$ cat src/pkg/bdio_pkg.sv
// Purpose: Shared constants of the board digital I/O expander
// Assumes: Byte-wide I2C targets, one clock
// Notes: Bit positions refer to the eight-bit port bytes
package bdio_pkg;
	// Target address on both buses
	localparam logic [6:0] BDIO_I2C_ADDR = 7'h20;
	// Port byte layout
	localparam int BDIO_FIXED_LSB = 0;
	localparam int BDIO_CFG_LSB = 4;
	// Control byte layout
	localparam int BDIO_COMMIT_BIT = 1;
	localparam int BDIO_GRPA_OUT_BIT = 2;
	localparam int BDIO_GRPB_OUT_BIT = 3;
	// Values after reset
	localparam logic [7:0] BDIO_PORT_RST = 8'hF0;
	localparam logic [7:0] BDIO_CTRL_RST = 8'hF0;
	localparam logic [1:0] BDIO_DIR_RST = 2'h0;
	localparam logic [3:0] BDIO_FIXED_OUT_RST = 4'hF;
	// Bits in one I2C byte
	localparam logic [3:0] BDIO_BYTE_BITS = 4'h8;
	typedef enum logic [6:0] {
		BDIO_ST_IDLE = 7'h01,
		BDIO_ST_ADDR = 7'h02,
		BDIO_ST_ACKA = 7'h04,
		BDIO_ST_WR = 7'h08,
		BDIO_ST_ACKW = 7'h10,
		BDIO_ST_RD = 7'h20,
		BDIO_ST_ACKR = 7'h40
	} bdio_state_e;
endpackage

$ cat src/pkg/bdio_i2c_if.sv
// Purpose: Byte carrier between an I2C target and the port logic
// Assumes: Strobes are one-cycle pulses on mclk
// Notes: rd_data is sampled in the cycle before rd_stb pulses
`timescale 1ns/100ps
interface bdio_i2c_if;
	logic wr_stb;
	logic [7:0] wr_data;
	logic rd_stb;
	logic [7:0] rd_data;
	modport target
	(
		output wr_stb,
		output wr_data,
		output rd_stb,
		input rd_data
	);
	modport port
	(
		input wr_stb,
		input wr_data,
		input rd_stb,
		output rd_data
	);
endinterface

$ cat src/hdl/bdio_i2c_target.sv
// Purpose: Single-byte I2C target at a fixed address, no register index
// Assumes: scl and sda sampled on mclk, far slower than mclk
// Notes: sda is open drain; sda_oe_n low means pulling low
`timescale 1ns/100ps
module bdio_i2c_target
(
	// Clock and reset
	input wire logic mclk,
	input wire logic reset,
	// I2C pins
	input wire logic scl_in,
	input wire logic sda_in,
	output logic sda_oe_n,
	// Byte side
	bdio_i2c_if.target bus
);
	bdio_pkg::bdio_state_e state_q;
	logic scl_q;
	logic sda_q;
	logic [7:0] sh_q;
	logic [3:0] cnt_q;
	logic rw_q;
	logic drv_q;
	logic wr_stb_q;
	logic rd_stb_q;
	logic [7:0] wr_data_q;

	// ********************************
	// Bus condition decode
	// ********************************
	wire start_w = scl_in & scl_q & sda_q & ~sda_in;
	wire stop_w = scl_in & scl_q & ~sda_q & sda_in;
	wire rise_w = scl_in & ~scl_q;
	wire fall_w = ~scl_in & scl_q;
	wire full_w = (cnt_q == bdio_pkg::BDIO_BYTE_BITS);
	wire match_w = (sh_q[7:1] == bdio_pkg::BDIO_I2C_ADDR);

	assign sda_oe_n = ~drv_q;
	assign bus.wr_stb = wr_stb_q;
	assign bus.wr_data = wr_data_q;
	assign bus.rd_stb = rd_stb_q;

	always_ff @(posedge mclk)
	begin
		scl_q <= scl_in;
		sda_q <= sda_in;
	end

	// ********************************
	// Transfer sequencer
	// ********************************
	always_ff @(posedge mclk)
	begin
		wr_stb_q <= 1'b0;
		rd_stb_q <= 1'b0;
		if (reset)
		begin
			state_q <= bdio_pkg::BDIO_ST_IDLE;
			sh_q <= 8'h00;
			cnt_q <= 4'h0;
			rw_q <= 1'b0;
			drv_q <= 1'b0;
			wr_data_q <= 8'h00;
		end
		else if (start_w)
		begin
			state_q <= bdio_pkg::BDIO_ST_ADDR;
			cnt_q <= 4'h0;
			drv_q <= 1'b0;
		end
		else if (stop_w)
		begin
			state_q <= bdio_pkg::BDIO_ST_IDLE;
			drv_q <= 1'b0;
		end
		else
		begin
			unique case (state_q)
				bdio_pkg::BDIO_ST_IDLE:
				begin
					drv_q <= 1'b0;
				end
				bdio_pkg::BDIO_ST_ADDR:
				begin
					if (rise_w)
					begin
						sh_q <= {sh_q[6:0], sda_in};
						cnt_q <= cnt_q + 4'h1;
					end
					else if (fall_w && full_w)
					begin
						rw_q <= sh_q[0];
						// Only our own address is acknowledged see RULE_07
						drv_q <= match_w;
						state_q <= match_w ? bdio_pkg::BDIO_ST_ACKA
							: bdio_pkg::BDIO_ST_IDLE;
					end
				end
				bdio_pkg::BDIO_ST_ACKA:
				begin
					if (fall_w)
					begin
						cnt_q <= 4'h0;
						if (rw_q)
						begin
							// Current port state sent, no index see RULE_19
							sh_q <= bus.rd_data;
							drv_q <= ~bus.rd_data[7];
							rd_stb_q <= 1'b1;
							state_q <= bdio_pkg::BDIO_ST_RD;
						end
						else
						begin
							drv_q <= 1'b0;
							state_q <= bdio_pkg::BDIO_ST_WR;
						end
					end
				end
				bdio_pkg::BDIO_ST_WR:
				begin
					if (rise_w)
					begin
						sh_q <= {sh_q[6:0], sda_in};
						cnt_q <= cnt_q + 4'h1;
					end
					else if (fall_w && full_w)
					begin
						// Each data byte is the full new value see RULE_19
						wr_stb_q <= 1'b1;
						wr_data_q <= sh_q;
						drv_q <= 1'b1;
						state_q <= bdio_pkg::BDIO_ST_ACKW;
					end
				end
				bdio_pkg::BDIO_ST_ACKW:
				begin
					if (fall_w)
					begin
						drv_q <= 1'b0;
						cnt_q <= 4'h0;
						state_q <= bdio_pkg::BDIO_ST_WR;
					end
				end
				bdio_pkg::BDIO_ST_RD:
				begin
					if (fall_w)
					begin
						cnt_q <= cnt_q + 4'h1;
						sh_q <= {sh_q[6:0], 1'b1};
						if (cnt_q == (bdio_pkg::BDIO_BYTE_BITS - 4'h1))
						begin
							drv_q <= 1'b0;
							state_q <= bdio_pkg::BDIO_ST_ACKR;
						end
						else
						begin
							drv_q <= ~sh_q[6];
						end
					end
				end
				bdio_pkg::BDIO_ST_ACKR:
				begin
					if (rise_w)
					begin
						rw_q <= ~sda_in;
					end
					else if (fall_w)
					begin
						cnt_q <= 4'h0;
						if (rw_q)
						begin
							sh_q <= bus.rd_data;
							drv_q <= ~bus.rd_data[7];
							rd_stb_q <= 1'b1;
							state_q <= bdio_pkg::BDIO_ST_RD;
						end
						else
						begin
							state_q <= bdio_pkg::BDIO_ST_IDLE;
						end
					end
				end
				default:
				begin
					state_q <= bdio_pkg::BDIO_ST_IDLE;
					drv_q <= 1'b0;
				end
			endcase
		end
	end
endmodule

$ cat src/hdl/bdio_top.sv
// Purpose: Board digital I/O expander behind two I2C targets
// Assumes: All pins synchronous to mclk; open-drain pins as in/out/oe_n
// Notes: Bus one carries the port byte, bus two the direction control
//
// Behaviour
// RULE_01 - Port byte read returns fixed inputs in bits 0 to 3.
// RULE_02 - An undriven fixed input reads as zero.
// RULE_03 - Fixed open-drain outputs one to four follow four host lines.
// RULE_04 - Host raises control commit bit after each fixed output change.
// RULE_05 - Pins one/two and three/four each share one direction.
// RULE_06 - Configurable pins are port bits 4 to 7; bus two controls direction.
// RULE_07 - Both targets answer at address 0x20 on their own bus.
// RULE_08 - All inputs: host writes 0xF0 to both targets.
// RULE_09 - Pins 1,2 in, 3,4 out: 0x30, then 0xF8 and 0xFA.
// RULE_10 - Pins 1,2 out, 3,4 in: 0xC0, then 0xF4 and 0xF6.
// RULE_11 - All outputs: 0x00, then 0xFC and 0xFE.
// RULE_12 - Direction changes only on a rising commit bit of control byte.
// RULE_13 - All inputs: pin levels read in bits 4 to 7.
// RULE_14 - Pins 1,2 read in bits 4,5; bits 6,7 drive pins 3,4.
// RULE_15 - Pins 3,4 read in bits 6,7; bits 4,5 drive pins 1,2.
// RULE_16 - All outputs: written bits 4 to 7 drive pins one to four.
// RULE_17 - Alert line goes low when new configurable input data appears.
// RULE_18 - Output pins are open drain: pull low for zero, release for one.
// RULE_19 - Single byte write sets whole port; single byte read returns state.
`timescale 1ns/100ps
module bdio_top
(
	// Clock and reset
	input wire logic mclk,
	input wire logic reset,
	// First I2C bus, port byte
	input wire logic port_scl,
	input wire logic port_sda_in,
	output logic port_sda_out,
	output logic port_sda_oe_n,
	// Second I2C bus, direction control
	input wire logic ctrl_scl,
	input wire logic ctrl_sda_in,
	output logic ctrl_sda_out,
	output logic ctrl_sda_oe_n,
	// Fixed inputs, level and driven flag per input
	input wire logic [3:0] fixed_input_level,
	input wire logic [3:0] fixed_input_driven,
	// Host lines for fixed outputs one to four
	input wire logic [3:0] host_out_line,
	// Fixed open-drain outputs
	output logic [3:0] fixed_output_out,
	output logic [3:0] fixed_output_oe_n,
	// Configurable pins one to four
	input wire logic [3:0] config_pin_in,
	output logic [3:0] config_pin_out,
	output logic [3:0] config_pin_oe_n,
	// New-data alert to host
	output logic new_data_alert_n
);
	logic [7:0] port_q;
	logic [7:0] ctrl_q;
	logic [1:0] dir_q;
	logic [3:0] fixed_out_q;
	logic [3:0] cfg_oe_n_q;
	logic [3:0] fixed_oe_n_q;
	logic [3:0] seen_q;
	logic alert_n_q;
	logic port_oe_n_w;
	logic ctrl_oe_n_w;
	logic port_sda_oe_n_q;
	logic ctrl_sda_oe_n_q;

	bdio_i2c_if port_bus ();
	bdio_i2c_if ctrl_bus ();

	// ********************************
	// I2C targets
	// ********************************
	bdio_i2c_target u_port_tgt
	(
		.mclk(mclk),
		.reset(reset),
		.scl_in(port_scl),
		.sda_in(port_sda_in),
		.sda_oe_n(port_oe_n_w),
		.bus(port_bus.target)
	);

	bdio_i2c_target u_ctrl_tgt
	(
		.mclk(mclk),
		.reset(reset),
		.scl_in(ctrl_scl),
		.sda_in(ctrl_sda_in),
		.sda_oe_n(ctrl_oe_n_w),
		.bus(ctrl_bus.target)
	);

	// ********************************
	// Direction and read decode
	// ********************************
	// One direction bit per pair of pins see RULE_05
	wire [3:0] out_mask_w = {dir_q[1], dir_q[1], dir_q[0], dir_q[0]};
	// Rising edge of the commit bit see RULE_12
	wire commit_w = ctrl_bus.wr_stb
		& ctrl_bus.wr_data[bdio_pkg::BDIO_COMMIT_BIT]
		& ~ctrl_q[bdio_pkg::BDIO_COMMIT_BIT];
	wire [1:0] dir_next_w = {ctrl_bus.wr_data[bdio_pkg::BDIO_GRPB_OUT_BIT],
		ctrl_bus.wr_data[bdio_pkg::BDIO_GRPA_OUT_BIT]};
	// Undriven fixed inputs read low see RULE_02
	wire [3:0] fixed_rd_w = fixed_input_level & fixed_input_driven;
	wire [3:0] port_cfg_w = port_q[bdio_pkg::BDIO_CFG_LSB +: 4];
	// Inputs report pin level, outputs report latched value see RULE_13
	wire [3:0] cfg_rd_w = (config_pin_in & ~out_mask_w)
		| (port_cfg_w & out_mask_w);
	// Inputs in low nibble, pins in high nibble see RULE_01
	assign port_bus.rd_data = {cfg_rd_w, fixed_rd_w};
	assign ctrl_bus.rd_data = ctrl_q;
	// Open drain: low for zero, released for one see RULE_18
	wire [3:0] cfg_oe_n_d = ~(out_mask_w & ~port_cfg_w);
	// Input-mode levels only, output bits masked off see RULE_17
	wire [3:0] in_lvl_w = config_pin_in & ~out_mask_w;
	wire change_w = (in_lvl_w != seen_q);
	wire clear_w = port_bus.rd_stb;

	assign port_sda_out = 1'b0;
	assign ctrl_sda_out = 1'b0;
	assign port_sda_oe_n = port_sda_oe_n_q;
	assign ctrl_sda_oe_n = ctrl_sda_oe_n_q;
	assign fixed_output_out = 4'h0;
	assign config_pin_out = 4'h0;
	assign fixed_output_oe_n = fixed_oe_n_q;
	assign config_pin_oe_n = cfg_oe_n_q;
	assign new_data_alert_n = alert_n_q;

	// ********************************
	// Port and control registers
	// ********************************
	always_ff @(posedge mclk)
	begin
		if (reset)
		begin
			port_q <= bdio_pkg::BDIO_PORT_RST;
		end
		else if (port_bus.wr_stb)
		begin
			// Bits 4 to 7 steer the configurable pins see RULE_16
			port_q <= port_bus.wr_data;
		end
	end

	always_ff @(posedge mclk)
	begin
		if (reset)
		begin
			ctrl_q <= bdio_pkg::BDIO_CTRL_RST;
		end
		else if (ctrl_bus.wr_stb)
		begin
			// Bus two byte is the internal direction control see RULE_06
			ctrl_q <= ctrl_bus.wr_data;
		end
	end

	always_ff @(posedge mclk)
	begin
		if (reset)
		begin
			dir_q <= bdio_pkg::BDIO_DIR_RST;
			fixed_out_q <= bdio_pkg::BDIO_FIXED_OUT_RST;
		end
		else if (commit_w)
		begin
			// Pairs move together, writes between commits wait see RULE_14
			dir_q <= dir_next_w;
			// Host levels refreshed on commit see RULE_04
			fixed_out_q <= host_out_line;
		end
	end

	// ********************************
	// Pin drivers
	// ********************************
	always_ff @(posedge mclk)
	begin
		if (reset)
		begin
			cfg_oe_n_q <= 4'hF;
			fixed_oe_n_q <= 4'hF;
			port_sda_oe_n_q <= 1'b1;
			ctrl_sda_oe_n_q <= 1'b1;
		end
		else
		begin
			// Output pairs follow their port bits see RULE_15
			cfg_oe_n_q <= cfg_oe_n_d;
			// Fixed output n pulls low while its host line level latched at the last commit is low see RULE_03
			fixed_oe_n_q <= fixed_out_q;
			port_sda_oe_n_q <= port_oe_n_w;
			ctrl_sda_oe_n_q <= ctrl_oe_n_w;
		end
	end

	// ********************************
	// New-data alert
	// ********************************
	always_ff @(posedge mclk)
	begin
		if (reset)
		begin
			// Track idle pin levels so release raises no false alert
			seen_q <= in_lvl_w;
			alert_n_q <= 1'b1;
		end
		else
		begin
			seen_q <= in_lvl_w;
			// A fresh change beats a read in the same cycle see RULE_17
			if (change_w)
			begin
				alert_n_q <= 1'b0;
			end
			else if (clear_w)
			begin
				alert_n_q <= 1'b1;
			end
		end
	end
endmodule

$ cat config.mk
export PLATFORM = sky130hd
export DESIGN_NAME = bdio_top
export DESIGN_NICKNAME = d
export VERILOG_FILES = /design/src/pkg/bdio_pkg.sv /design/src/pkg/bdio_i2c_if.sv /design/src/hdl/bdio_i2c_target.sv /design/src/hdl/bdio_top.sv
export SDC_FILE = /design/constraint.sdc
export NUM_CORES = 1
export LEC_CHECK = 0
export BUFFER_PORTS_ARGS = -buffer_cell sky130_fd_sc_hd__buf_2
export CAP_MARGIN = 20
export CORE_MARGIN = 5
export CORE_UTILIZATION = 54
export CTS_BUF_LIST = sky130_fd_sc_hd__clkbuf_4 sky130_fd_sc_hd__clkbuf_8
export CTS_CLUSTER_DIAMETER = 30
export DETAILED_ROUTE_END_ITERATION = 8
export GPL_ROUTABILITY_DRIVEN = 0
export GPL_TIMING_DRIVEN = 0
export PLACE_DENSITY = 0.73
export SLEW_MARGIN = 25
export SYNTH_ARGS = -nofsm -noshare
export SYNTH_HDL_FRONTEND = slang
export SYNTH_SLANG_ARGS = --single-unit
$ cat constraint.sdc
create_clock -name mclk -period 6.27 [get_ports mclk]
set_input_delay 1.254 -clock mclk [delete_from_list [all_inputs] [get_ports mclk]]
set_output_delay 1.254 -clock mclk [all_outputs]
set_load 0.01 [all_outputs]
# == Yosys cells after proc, flatten, opt, wreduce, memory -nomap -nowiden ==
# Cells that the tools add are included.
# word_totals
ff_bits,102
inputBits,22
output_inout_bits,21
wordCells,280
# op_classes
n_addsub,2
n_eq_ne,69
muxes,96
bitwise_logic,49
reduce_logical,33
# op_table
op,n
$mux W7,20
$pmux W7 S7,2
$mux W8,10
$pmux W8 S4,2
$ne A4 B1 Y1 const B,14
$reduce_and A11 Y1,4
$ne A2 B1 Y1 const B,20
$mux W1,37
$mux W4,8
$pmux W4 S4,2
$eq A7 B6 Y1 const B,4
$not A1 Y1,25
$mux W6,4
$ne A4 B2 Y1 const B,6
$reduce_and A6 Y1,4
$reduce_and A10 Y1,2
$reduce_and A5 Y1,4
$and A1 B1 Y1,16
$and A4 B4 Y4,4
$reduce_bool A4 Y1,4
$eq A7 B1 Y1 const B,2
$eq A7 B2 Y1 const B,2
$eq A7 B3 Y1 const B,2
$eq A7 B4 Y1 const B,2
other kinds (19),49

# == Depth between registers and ports, before layout ==
# Gate-level depths: netlist of the first run.
# depth
word_depth,8
ltp_mapped,8
ltp_nobuf,7

# == By module ==
# Synthesis of the first run repeated with hierarchy kept, for this count alone.
# hier_totals
cells_unflattened,574
hier_area_um2,5291.3
# by_module_without_submodules
module,instances,cells_each,area_per_inst_um2,seq_area_each_um2
bdio_i2c_target (u_port_tgt),1,228,2030.7,660.6
bdio_i2c_target (u_ctrl_tgt),1,223,1981.9,660.6
bdio_top,1,123,1278.7,660.6

# == Worst setup path after synthesis of the first run ==
# No wires, ideal clock.
# synth_path
kind,input to register
from,input port ctrl_scl
to,register u_ctrl_tgt.sh_q[0]
setup_time_ns,0.123
arrival_ns,2.702
required_time_ns,6.147
setup_slack_ns,3.445
stages,6
n_path_buf,2
cell_sequence,nor2b_1 -> and4_1 -> clkbuf_1 -> or4_1 -> buf_2 -> mux2_1
# synth_via
elab_chain_len,5
word_cells_on_any_way,17
classes_between,3 x eq/ne; 3 x mux; 10 x bitwise; 1 x reduce/logical
# synth_rtl
element,line_no,rtl
"start, declared",bdio_top.sv:37,"input wire logic ctrl_scl,"
$not A1 Y1 or $and A1 B1 Y1 (tied branches),"bdio_i2c_target.sv:34, bdio_i2c_target.sv:31, bdio_i2c_target.sv:32",
$and A1 B1 Y1 (on tied branches),"bdio_i2c_target.sv:34, bdio_i2c_target.sv:31, bdio_i2c_target.sv:32",
"$mux W8, or another cell as far along",-,
$mux W8 or $not A1 Y1 (tied branches),-,
$pmux W8 S4 or $reduce_and A6 Y1 (tied branches),-,
"end signal, assigned",bdio_i2c_target.sv:87,"sh_q <= {sh_q[6:0], sda_in};"
"end signal, assigned",bdio_i2c_target.sv:107,sh_q <= bus.rd_data;
"end signal, assigned",bdio_i2c_target.sv:123,"sh_q <= {sh_q[6:0], sda_in};"
"end, declared",bdio_i2c_target.sv:20,logic [7:0] sh_q;
# Parallel ways exist; a longest one is shown, timed or not. The select of a mux whose other input is x is not followed.
# A chain may end at the register's enable or synchronous reset.

# == Final worst setup path of the first run ==
# layout_path
from,input port ctrl_scl
to,register u_ctrl_tgt.wr_data_q[0] (netlist: u_ctrl_tgt.bus.wr_data[0])
# layout_via
elab_chain_len,5
word_cells_on_any_way,13
classes_between,11 x bitwise; 2 x reduce/logical
# layout_rtl
element,line_no,rtl
$and A1 B1 Y1,"bdio_i2c_target.sv:31, bdio_i2c_target.sv:32",
$and A1 B1 Y1 (on tied branches) (2 in series),"bdio_i2c_target.sv:31, bdio_i2c_target.sv:32",
$not A1 Y1 (no source line),-,
$reduce_and A5 Y1 (no source line) (*),-,
"end signal, assigned",bdio_i2c_target.sv:130,wr_data_q <= sh_q;
"end, declared",bdio_i2c_target.sv:26,logic [7:0] wr_data_q;
# Mark *: on every way between the ends. The rest lies on a longest branch, timed or not.

==> summary.md, run 1 <==
| Metric | Value |
|---|---|
| Data arrival, critical path | 3.19 ns |
| Min Tclk post-route | 2.96 ns |
| Synth warnings | 0 |
| Max Fclk | 338 MHz |
| Setup TNS | 0 ns |
| Fin crit share | 0.472 |
| All-layer global routing usage | 0.212 |
| Mapped Cells | 562 |
| EDFF count, synth | 0 |
| Startpoint types | primary input |
| Largest incremental delay on the critical path | 0.47 ns |
| Cells along the critical path | buf_2 > nand2b_1 > nor3_1 > clkbuf_1 > nand2_1 > a21oi_1 > nor2_1 |
| Area of the multi-input gates | roughly 2800 sq um |
| Flops & latches, synth | 94 |
| Drt first pass iters | 8 |
| Post-route DRC | 0 |
| Met1 Wirelength | 5.54 mm |
| Synth Area per Inst | roughly 8.7 sq um |
| Antenna violations before repair | 0 |
| Drt total wl | 12.1 mm |
| VDD IR max | around 120 uV |
| Max-cap violations | 0 |
| Congestion Overflow GR | 0 |
| Clock sink count | 94 |
| Diode count | 0 |
| # IOs | 43 |
| Most used flip-flop cell after synthesis | dfxtp_1 |
| CP max FO | 10 |
| Initial DRC Count | 322 |
| Async S/R FF share, synth | 0 |
| Post-cts resize count | 0 |
| Synth Cell Area | 4900 sq um |
| Status | completed |
| Register Area | 1880 sq um |
| # rows | 34 |
| Post-synthesis sequential area ratio | 0.384 |
| HP Class | flip-flop to flip-flop |
| CTS tree | yes |
| Layout cell share with drive strength beyond 1 | 0.131 |
| RSZ-0062 raised after global routing | false |
| Fin Clk Skew | 0.0142 ns |
| Layout filler cell count | 775 |
| Synth top area cells | dfxtp_1 (38%), mux2i_1 (7.0%), a21oi_1 (3.6%) |
| R2R cell count | 7 |
| Routed len/inst | 16.7 um |
| Initial core utilization | 0.559 |
| Commonest non-fill, non-tap cells in the layout | dfxtp_1 (94), nand2_1 (45), nor2_1 (44), buf_2 (39), a21oi_1 (35) |
| Total power | around 0.0012 W |
| Static Leak | 2.11 nW |
| CTS root buf | clkbuf_8 |
| Cell taking the most area after synthesis | dfxtp_1 |
| Met3 routed WL | 935 um |
| H-tree depth | 3 |
| Vias per cell | 6.18 |
| Final Util | 0.620 |
| Die width | approximately 110 um |
| Buffers on Ports | 31 |
| Routed via count | around 4500 |
| Antenna viol nets, final | 0 |
| Commonest non-fill, non-tap cell in the layout | dfxtp_1 |
| Power per cell area | 212 nW/um^2 |
| Final Setup Violations | 0 |
| Area share of the largest cell type after synthesis | 0.384 |
| Nets@finish | 639 |
| Die height | 105 um |
| Final HPWL DP | between 8 and 9 mm |
| Critical Path Slowest Stage Cell | clkbuf_1 |
| Worst-Margin Slew | between 1 and 1.5 ns |
| Crit end category | flip-flop |
| Final Max Slew Viols | 0 |
| Largest net degree at the start of global routing | 17 |
| Clock Latency Late Sink | 0.36 ns |
| CTS buffer count | 9 |
| Fin. Hold Viols | 0 |
| Critical path required time | approximately 6.5 ns |
| Slew HR | 0.249 |
| Uppermost routed layer | met4 |
| Post-CTS setup buffer count | 0 |
| CP Class | primary input to flip-flop |
| Wire length of the first global-routing pass | 19.8 mm |
| Area grow syn2layout | 11.0% |
| Die area | 11100 sq um |
| Clock transition at the registers of the reported paths | 0.10 ns |
| Vias in the first global route | between 4000 and 5000 |
| Wire length on met2 | 5.39 mm |
| Hold path cells | 1 |
| Core Footprint | 8760 sq um |
| Synth cell types | between 70 and 80 |
| Hold_buf cts | 0 |
| Clock Path Buffers | 2 |
==> flip-flops by register name, summed over array words and instances (netlist names), 7 cells and up <==
register                flops
u_ctrl_tgt.bus.wr_data      8
u_port_tgt.state_q          7
u_ctrl_tgt.sh_q             8
u_ctrl_tgt.state_q          7
u_port_tgt.sh_q             8
ctrl_bus.rd_data            8
==> worst max-delay path: cells and delay by family <==
family | cells | cell delay [ns]
simple gates | 4 | 1.08
buf+inv | 2 | 0.61
compound gates | 1 | 0.24
==> power by group <==
group	internal [W]	total [W]	switching, W
sequential	0.000603	0.000609	0.00000598
combinational	0.0000356	0.000100	0.0000646
clock	0.000225	0.000444	0.000218
total	0.000864	0.00115	0.000289
==> metrics by stage <==
stage / hold slack [ns] / cell area (sq um) / instances / setup WS (ns)
3_5_place_dp: 0.395 / 5220 / 710 / 3.02
2_1_floorplan: 0.355 / 4930 / 571 / 3.44
4_1_cts: 0.424 / 5440 / 725 / 3.40
6_report: 0.419 / 5440 / 725 / 3.31
3_3_place_gp: 0.383 / 5220 / 710 / 3.02
5_1_grt: 0.436 / 5440 / 725 / 3.20
==> synth_stat cells (11+ instances only) <==
cell type / count
mux2i_1: 34
nor2b_1: 19
clkbuf_1: 20
o21ai_0: 15
buf_4: 11
nand2_1: 45
nor3_1: 15
a21oi_1: 35
dfxtp_1: 94
nor2_1: 44
nand2b_1: 12
nand3_1: 24
==> cell families (layout without fill, tap and decap cells) <==
kind of cell               Yosys count  count (layout)  synth area share
and+or+nand+nor                    224             224             0.251
buffers and inverters               52              98            0.0534
adders and majority gates            4               4            0.0102
muxes                               43              43            0.0902
DFF                                 94              94             0.384
other                                1              10          0.000766
xor gates and xnor gates            14              14            0.0250
AOI/OAI and AO/OA                  130             130             0.185
==> path summary, 6_finish.rpt <==
path                                      startpoint                                      to  slack [ns]
setup reg to reg  u_port_tgt.state_q[5]$_SDFFE_PP0P_         u_port_tgt.sh_q[2]$_SDFFE_PP0P_        3.64
setup / recovery                            ctrl_scl  u_ctrl_tgt.bus.wr_data[0]$_SDFFE_PP0P_        3.31
hold / removal         u_ctrl_tgt.drv_q$_SDFFE_PP0P_                ctrl_sda_oe_n$_SDFF_PP1_        0.42
hold reg to reg        u_ctrl_tgt.drv_q$_SDFFE_PP0P_                ctrl_sda_oe_n$_SDFF_PP1_        0.42
==> layer usage <==
layer	GRT usage	up-vias
met5	0	-
met1	0.303	2114
met2	0.328	192
li1	-	2148
met3	0.0355	29
met4	0.0639	0
==> final cells by class <==
cell class,count,area share
tap,108,0.0249
inverter,10,0.00690
clock inverter,6,0.0170
clock buffer,9,0.0228
sequential,94,0.346
multi-input combinational,425,0.513
timing repair buffer,31,0.0285
buffer,42,0.0412
(Power assumes the default switching activity.)
==> inputs of run 2 (changes only) <==
Settings changed: PLACE_DENSITY 0.73 to 0.76.
Clock period 6.27 ns to 2.6 ns, I/O delays scaled along.
==> summary.md, run 2 (synthesized netlist as in run 1, its figures left out) <==
| Metric | Value |
|---|---|
| Routed via count | 4533 (+1.1%) |
| # placed instances | 710 (unchanged) |
| Critical R2R Capture | u_port_tgt.bus.wr_data[5]$_SDFFE_PP0P_ |
| Clock Path Buffers | 2 (unchanged) |
| Hold_sp | port_scl |
| CTS tree | yes |
| # IOs | 43 (unchanged) |
| Largest net degree at the start of global routing | 20 (+3) |
| RSZ-0062 raised after global routing | false |
| Clock Latency Late Sink | 0.37 ns (about the same) |
| Fin cells | 728 (+0.41%) |
| All-layer global routing usage | 0.217 (+0.00544) |
| Congestion Overflow GR | 0 (unchanged) |
| Slew HR | 0.282 (+0.0329) |
| Wire length of the first global-routing pass | 20.3 mm (+2.4%) |
| Die width | 105 um (unchanged) |
| Hold path cells | 1 (unchanged) |
| Startpoint types | flip-flop |
| Hold Crit Endpoint | u_port_tgt.scl_q$_DFF_P_ |
| CTS buffer count | 9 (unchanged) |
| Core Footprint | 8760 sq um (unchanged) |
| Final HPWL DP | 8.67 mm (-2.1%) |
| Fin. Hold Viols | 0 (unchanged) |
| Commonest non-fill, non-tap cell in the layout | dfxtp_1 |
| Routed len/inst | 16.6 um (-0.44%) |
| Die height | 105 um (unchanged) |
| Post-route DRC | 0 (unchanged) |
| Drt total wl | 12.1 mm (about the same) |
| Post-route cell area | 5440 sq um (about the same) |
| Buffers on Ports | 31 (unchanged) |
| Reg2reg start | u_port_tgt.state_q[2]$_SDFFE_PP0P_ |
| R2R Setup Slk | 0.17 ns (-3.47 ns) |
| Met3 routed WL | 880 um (-5.9%) |
| HP Class | primary input to flip-flop |
| CP delay by family, top | simple AND/OR/NAND/NOR gates |
| Layout cell share with drive strength beyond 1 | 0.139 (+0.00743) |
| Initial core utilization | 0.559 (unchanged) |
| Vias per cell | 6.23 (+0.70%) |
| Fin crit share | 0.933 |
| Fin Clk Skew | 0.0123 ns (-0.00186 ns) |
| Max-cap violations | 0 (unchanged) |
| Net Sw Frac | 0.285 (+0.0342) |
| VDD IR max | 251 uV (+120%) |
| Min Tclk post-route | 2.43 ns |
| Critical path required time | 2.84 ns (-3.66 ns) |
| Met1 Wirelength | 5.42 mm (-2.1%) |
| Antenna viol nets, final | 0 (unchanged) |
| R2R cell count | 7 (unchanged) |
| Cells along the critical path | buf_2 > clkbuf_1 > nor4_2 > nand2_1 > nor2_1 > mux2i_1 > nor2_1 |
| Crit end category | flip-flop |
| Diode count | 0 (unchanged) |
| Static Leak | 2.12 nW (+0.57%) |
| Max Fclk | 412 MHz |
| Uppermost routed layer | met4 |
| DP Area | 5220 sq um (unchanged) |
| H-tree depth | 3 (unchanged) |
| Crit path buf inv count | 2 (unchanged) |
| Cell Int Power | 0.00192 W (+120%) |
| CP Class | flip-flop to flip-flop |
| Largest incremental delay on the critical path | 0.57 ns (+0.10 ns) |
| Clock share of power | 0.363 (-0.022) |
| Critical Path Slowest Stage Cell | nor4_2 |
| Status | completed |
| # rows | 34 (unchanged) |
| Final Max Slew Viols | 0 (unchanged) |
| Switching pwr | 0.000765 W (+160%) |
| Worst-Margin Slew | 1.07 ns (-0.0491 ns) |
| Initial DRC Count | 454 (+41%) |
| Data arrival, critical path | 2.67 ns (-0.52 ns) |
| Commonest non-fill, non-tap cells in the layout | dfxtp_1 (94), nand2_1 (45), nor2_1 (44), buf_2 (39), a21oi_1 (35) |
| Area grow syn2layout | 11.1% (about the same) |
| Crit-path most repeated cell | nor2_1 |
| Nets@finish | 641 (+0.31%) |
| Comb power frac | 0.090 (+0.003) |
| Die area | 11100 sq um (unchanged) |
| Clock transition at the registers of the reported paths | 0.10 ns (about the same) |
| Setup TNS | 0 ns (unchanged) |
| Drt first pass iters | 8 (unchanged) |
| Sequential share of power | 0.547 (+0.019) |
| Power per cell area | 494 nW/um^2 (+130%) |
| CTS root buf | clkbuf_8 |
| Vias in the first global route | 4151 (+2.1%) |
| Clock sink count | 94 (unchanged) |
| CP max FO | 10 (unchanged) |
| Final Setup Violations | 0 (unchanged) |
| Antenna violations before repair | 0 (unchanged) |
| Wire length on met2 | 5.52 mm (+2.4%) |
[run 2: changes by cell type in the layout (fill, tap and decap cells not counted)]
cell	previous run	this run
clkbuf_1	20	19
nor4_1	5	4
bufinv_16	2	0
nor4_2	1	2
clkinvlp_4	2	1
clkinv_8	0	1
clkinv_4	0	1
inv_8	0	3
inv_6	2	1
clkbuf_2	0	1
buf_4	11	13
[run 2: how the worst max path moves through the flow]
| stage | start | to | slack, ns | cells after the start |
|---|---|---|---|---|
| after global placement | ctrl_scl | u_ctrl_tgt.bus.wr_data[0]$_SDFFE_PP0P_ | 0.07 | 7 |
| after detailed placement | ctrl_scl | u_ctrl_tgt.bus.wr_data[0]$_SDFFE_PP0P_ | 0.02 | 7 |
| final | u_port_tgt.state_q[2]$_SDFFE_PP0P_ | u_port_tgt.bus.wr_data[5]$_SDFFE_PP0P_ | 0.17 | 7 |
| after floorplan | ctrl_scl | u_ctrl_tgt.sh_q[0]$_SDFFE_PP0P_ | 0.51 | 6 |
| after CTS | u_port_tgt.state_q[3]$_SDFFE_PP0P_ | u_port_tgt.sh_q[3]$_SDFFE_PP0P_ | 0.004 | 7 |
| after global routing | u_port_tgt.state_q[2]$_SDFFE_PP0P_ | u_port_tgt.bus.wr_data[4]$_SDFFE_PP0P_ | 0.04 | 7 |
[run 2: through the flow]
step	util	power (W)	hold WS (ns)	worst slack (ns)
after floorplan	-	0.00167	0.355	0.509
after global placement	0.596	0.00173	0.383	0.0693
after global routing	0.621	0.00281	0.324	0.0431
final	0.621	0.00269	0.319	0.173
after CTS	0.618	0.00270	0.312	0.00399
after detailed placement	0.596	0.00174	0.394	0.0189
[run 2: worst reg2reg max path: stages, from the launching register on]
cell and delay, ns:
dfxtp_1 0.31, buf_2 0.15, clkbuf_1 0.25, nor4_2 0.57
nand2_1 0.26, nor2_1 0.46, mux2i_1 0.25, nor2_1 0.05
[run 2: area by class of cell]
| type | count | area [sq um] |
|---|---|---|
| well taps | 108 | 135 |
| repair buffers | 33 | 170 |
| multi-input cells | 425 | 2790 |
| clock inverters | 7 | 75.1 |
| plain buffers | 42 | 225 |
| inverters | 10 | 37.5 |
| fillers | 753 | 3320 |
| clock buffers | 9 | 124 |
| flip-flops and latches | 94 | 1880 |
[run 2: timing repair]
action	4_1_cts	5_1_grt
hold buffers	0	0
setup buffers	0	2
endpoints found under the hold margin	0	0
setup endpoints to repair	0	17
resized for setup	0	3
[run 2: per-layer routing]
metal / up-vias / track usage
met5: - / 0
met4: 0 / 0.0804
met3: 32 / 0.0391
met2: 229 / 0.338
met1: 2111 / 0.302
li1: 2161 / -
[run 2: power groups by stage]
| stage | clock network [W] | logic (W) | registers [W] |
|---|---|---|---|
| after floorplan | 0 | 0.000168 | 0.00150 |
| after CTS | 0.000993 | 0.000236 | 0.00147 |
| after global routing | 0.00107 | 0.000266 | 0.00147 |
| after global placement | 0 | 0.000230 | 0.00150 |
| final | 0.000977 | 0.000242 | 0.00147 |
| after detailed placement | 0 | 0.000234 | 0.00150 |
==> inputs of run 3 (changes only) <==
Settings changed: BUFFER_PORTS_ARGS -buffer_cell sky130_fd_sc_hd__buf_2 to not set, DONT_BUFFER_PORTS set to 1, PLACE_DENSITY 0.76 to 0.72, SYNTH_HIERARCHICAL set to 1.
==> summary.md, run 3 <==
| Metric | Value |
|---|---|
| Status | completed |
| CP max FO | 10 (unchanged) |
| Hold_sp | port_sda_in |
| # placed instances | 698 (-1.7%) |
| Min Tclk post-route | 2.06 ns (-0.364 ns) |
| Area grow syn2layout | 7.66% |
| Reg2reg start | u_port_tgt/state_q[5]$_SDFFE_PP0P_ |
| Cells along the critical path | buf_4 > xor2_1 > o211ai_2 > nand2_1 > o21ai_4 > mux2_2 |
| Antenna viol nets, final | 0 (unchanged) |
| Drt total wl | 11.6 mm (-4.0%) |
| Layout cell share with drive strength beyond 1 | 0.183 (+0.0442) |
| Max Fclk | 485 MHz (+18%) |
| Startpoint types | flip-flop |
| HP Class | primary input to flip-flop |
| Congestion Overflow GR | 0 (unchanged) |
| Post-CTS setup buffer count | 0 (unchanged) |
| RSZ-0062 raised after global routing | false |
| Critical path required time | 2.85 ns (about the same) |
| Routed len/inst | 16.3 um (-2.1%) |
| Slew HR | 0.502 (+0.220) |
| CTS root buf | clkbuf_8 |
| Commonest non-fill, non-tap cell in the layout | dfxtp_1 |
| Final Max Slew Viols | 0 (unchanged) |
| Die height | 107 um (+2.1%) |
| Buffers on Ports | 0 (-100%) |
| Antenna violations before repair | 0 (unchanged) |
| Fin Clk Skew | 0.0175 ns (+0.00522 ns) |
| Clock Path Buffers | 2 (unchanged) |
| Fin cells | 714 (-1.9%) |
| Die area | 11600 sq um (+4.3%) |
| Synth warnings | 6 (+6) |
| Commonest non-fill, non-tap cells in the layout | dfxtp_1 (94), nor2_1 (53), nand2_1 (35), a21oi_1 (35), mux2i_1 (28) |
| Post-cts resize count | 0 (unchanged) |
| Worst hold slack | 0.181 ns (-0.138 ns) |
| Final Worst Setup Slack | 0.538 ns (+0.364 ns) |
| Mapped Cells | 560 (-0.36%) |
| Data arrival, critical path | 2.32 ns (-0.35 ns) |
| Max-cap violations | 0 (unchanged) |
| CTS buffer count | 9 (unchanged) |
| Routed via count | 4235 (-6.6%) |
| VDD IR max | 350 uV (+40%) |
| Power per cell area | 531 nW/um^2 (+7.5%) |
| Initial DRC Count | 379 (-17%) |
| Worst-Margin Slew | 0.741 ns (-0.330 ns) |
| Total power | 0.00293 W (+9.2%) |
| Final HPWL DP | 8.51 mm (-1.8%) |
| # IOs | 43 (unchanged) |
| Static Leak | 2.12 nW (-0.20%) |
| CP Class | flip-flop to flip-flop |
| Die width | 107 um (+2.1%) |
| Setup crit start | u_port_tgt/state_q[5]$_SDFFE_PP0P_ |
| CTS tree | yes |
| Final Setup Violations | 0 (unchanged) |
| Largest net degree at the start of global routing | 20 (unchanged) |
| Initial core utilization | 0.555 (-0.00337) |
| All-layer global routing usage | 0.207 (-0.0104) |
| Fin. Hold Viols | 0 (unchanged) |
| Core Footprint | 9240 sq um (+5.4%) |
| # rows | 35 (+2.9%) |
| Nets@finish | 606 (-5.5%) |
| Critical Path Slowest Stage Cell | o211ai_2 |
| Diode count | 0 (unchanged) |
| Vias per cell | 5.93 (-4.7%) |
| Vias in the first global route | 4020 (-3.2%) |
| Clock sink count | 94 (unchanged) |
| DP Worst Slack | 0.559 ns (+0.540 ns) |
| Setup TNS | 0 ns (unchanged) |
| Synth Cell Area | 5130 sq um (+4.8%) |
| H-tree depth | 3 (unchanged) |
| Wire length of the first global-routing pass | 19.6 mm (-3.2%) |
| Synth Area per Inst | 9.16 sq um (+5.2%) |
| Drt first pass iters | 6 (-2) |
| Clock Latency Late Sink | 0.36 ns (about the same) |
| Clock transition at the registers of the reported paths | 0.10 ns (about the same) |
| Crit end category | flip-flop |
| Post-route DRC | 0 (unchanged) |
| Fin crit share | 0.793 (-0.140) |
| Hold_buf cts | 0 (unchanged) |
| Largest incremental delay on the critical path | 0.48 ns (-0.09 ns) |
## run 3: final timing paths
check                                         end  cells past startpoint  slack (ns)
hold reg to reg   fixed_output_oe_n[0]$_SDFF_PP1_                      1        0.46
hold / removal           u_port_tgt/sda_q$_DFF_P_                      0        0.18
setup reg to reg  u_port_tgt/sh_q[6]$_SDFFE_PP0P_                      6        0.54
setup / recovery  u_port_tgt/sh_q[6]$_SDFFE_PP0P_                      6        0.54
## run 3: worst max-delay path, delay by kind of cell, from the launching register on
| kind | cells | cell delay (ns) |
|---|---|---|
| compound gates | 2 | 0.66 |
| mux | 1 | 0.38 |
| xor+xnor | 1 | 0.19 |
| simple gates | 1 | 0.20 |
| buf+inv | 1 | 0.18 |
| flops | 1 | 0.35 |
## run 3: report_power, final
group	internal (W)	switching, W	total (W)
combinational	0.000184	0.000269	0.000453
clock	0.000380	0.000582	0.000962
sequential	0.00147	0.0000446	0.00152
total	0.00204	0.000896	0.00293
## run 3: cell type report
cell class	instances	area (sq um)
well taps	129	161
clock buffers	9	124
fillers	787	3720
plain buffers	41	325
inverters	20	75.1
clock inverters	7	73.8
multi-input cells	414	2880
flip-flops and latches	94	1880
## run 3: stage by stage
stage | instance area (sq um) | utilization
floorplan | 5160 | -
global placement | 5330 | 0.576
detailed placement | 5330 | 0.576
CTS | 5520 | 0.598
global route | 5520 | 0.598
finish | 5520 | 0.598
## run 3: layer usage
layer  up-vias  share of wire  track usage
met5         -              0            0
met4         0          0.014       0.0658
met3        18          0.068       0.0444
met2       174           0.45        0.314
met1      1987           0.47        0.293
li1       2056              -            -
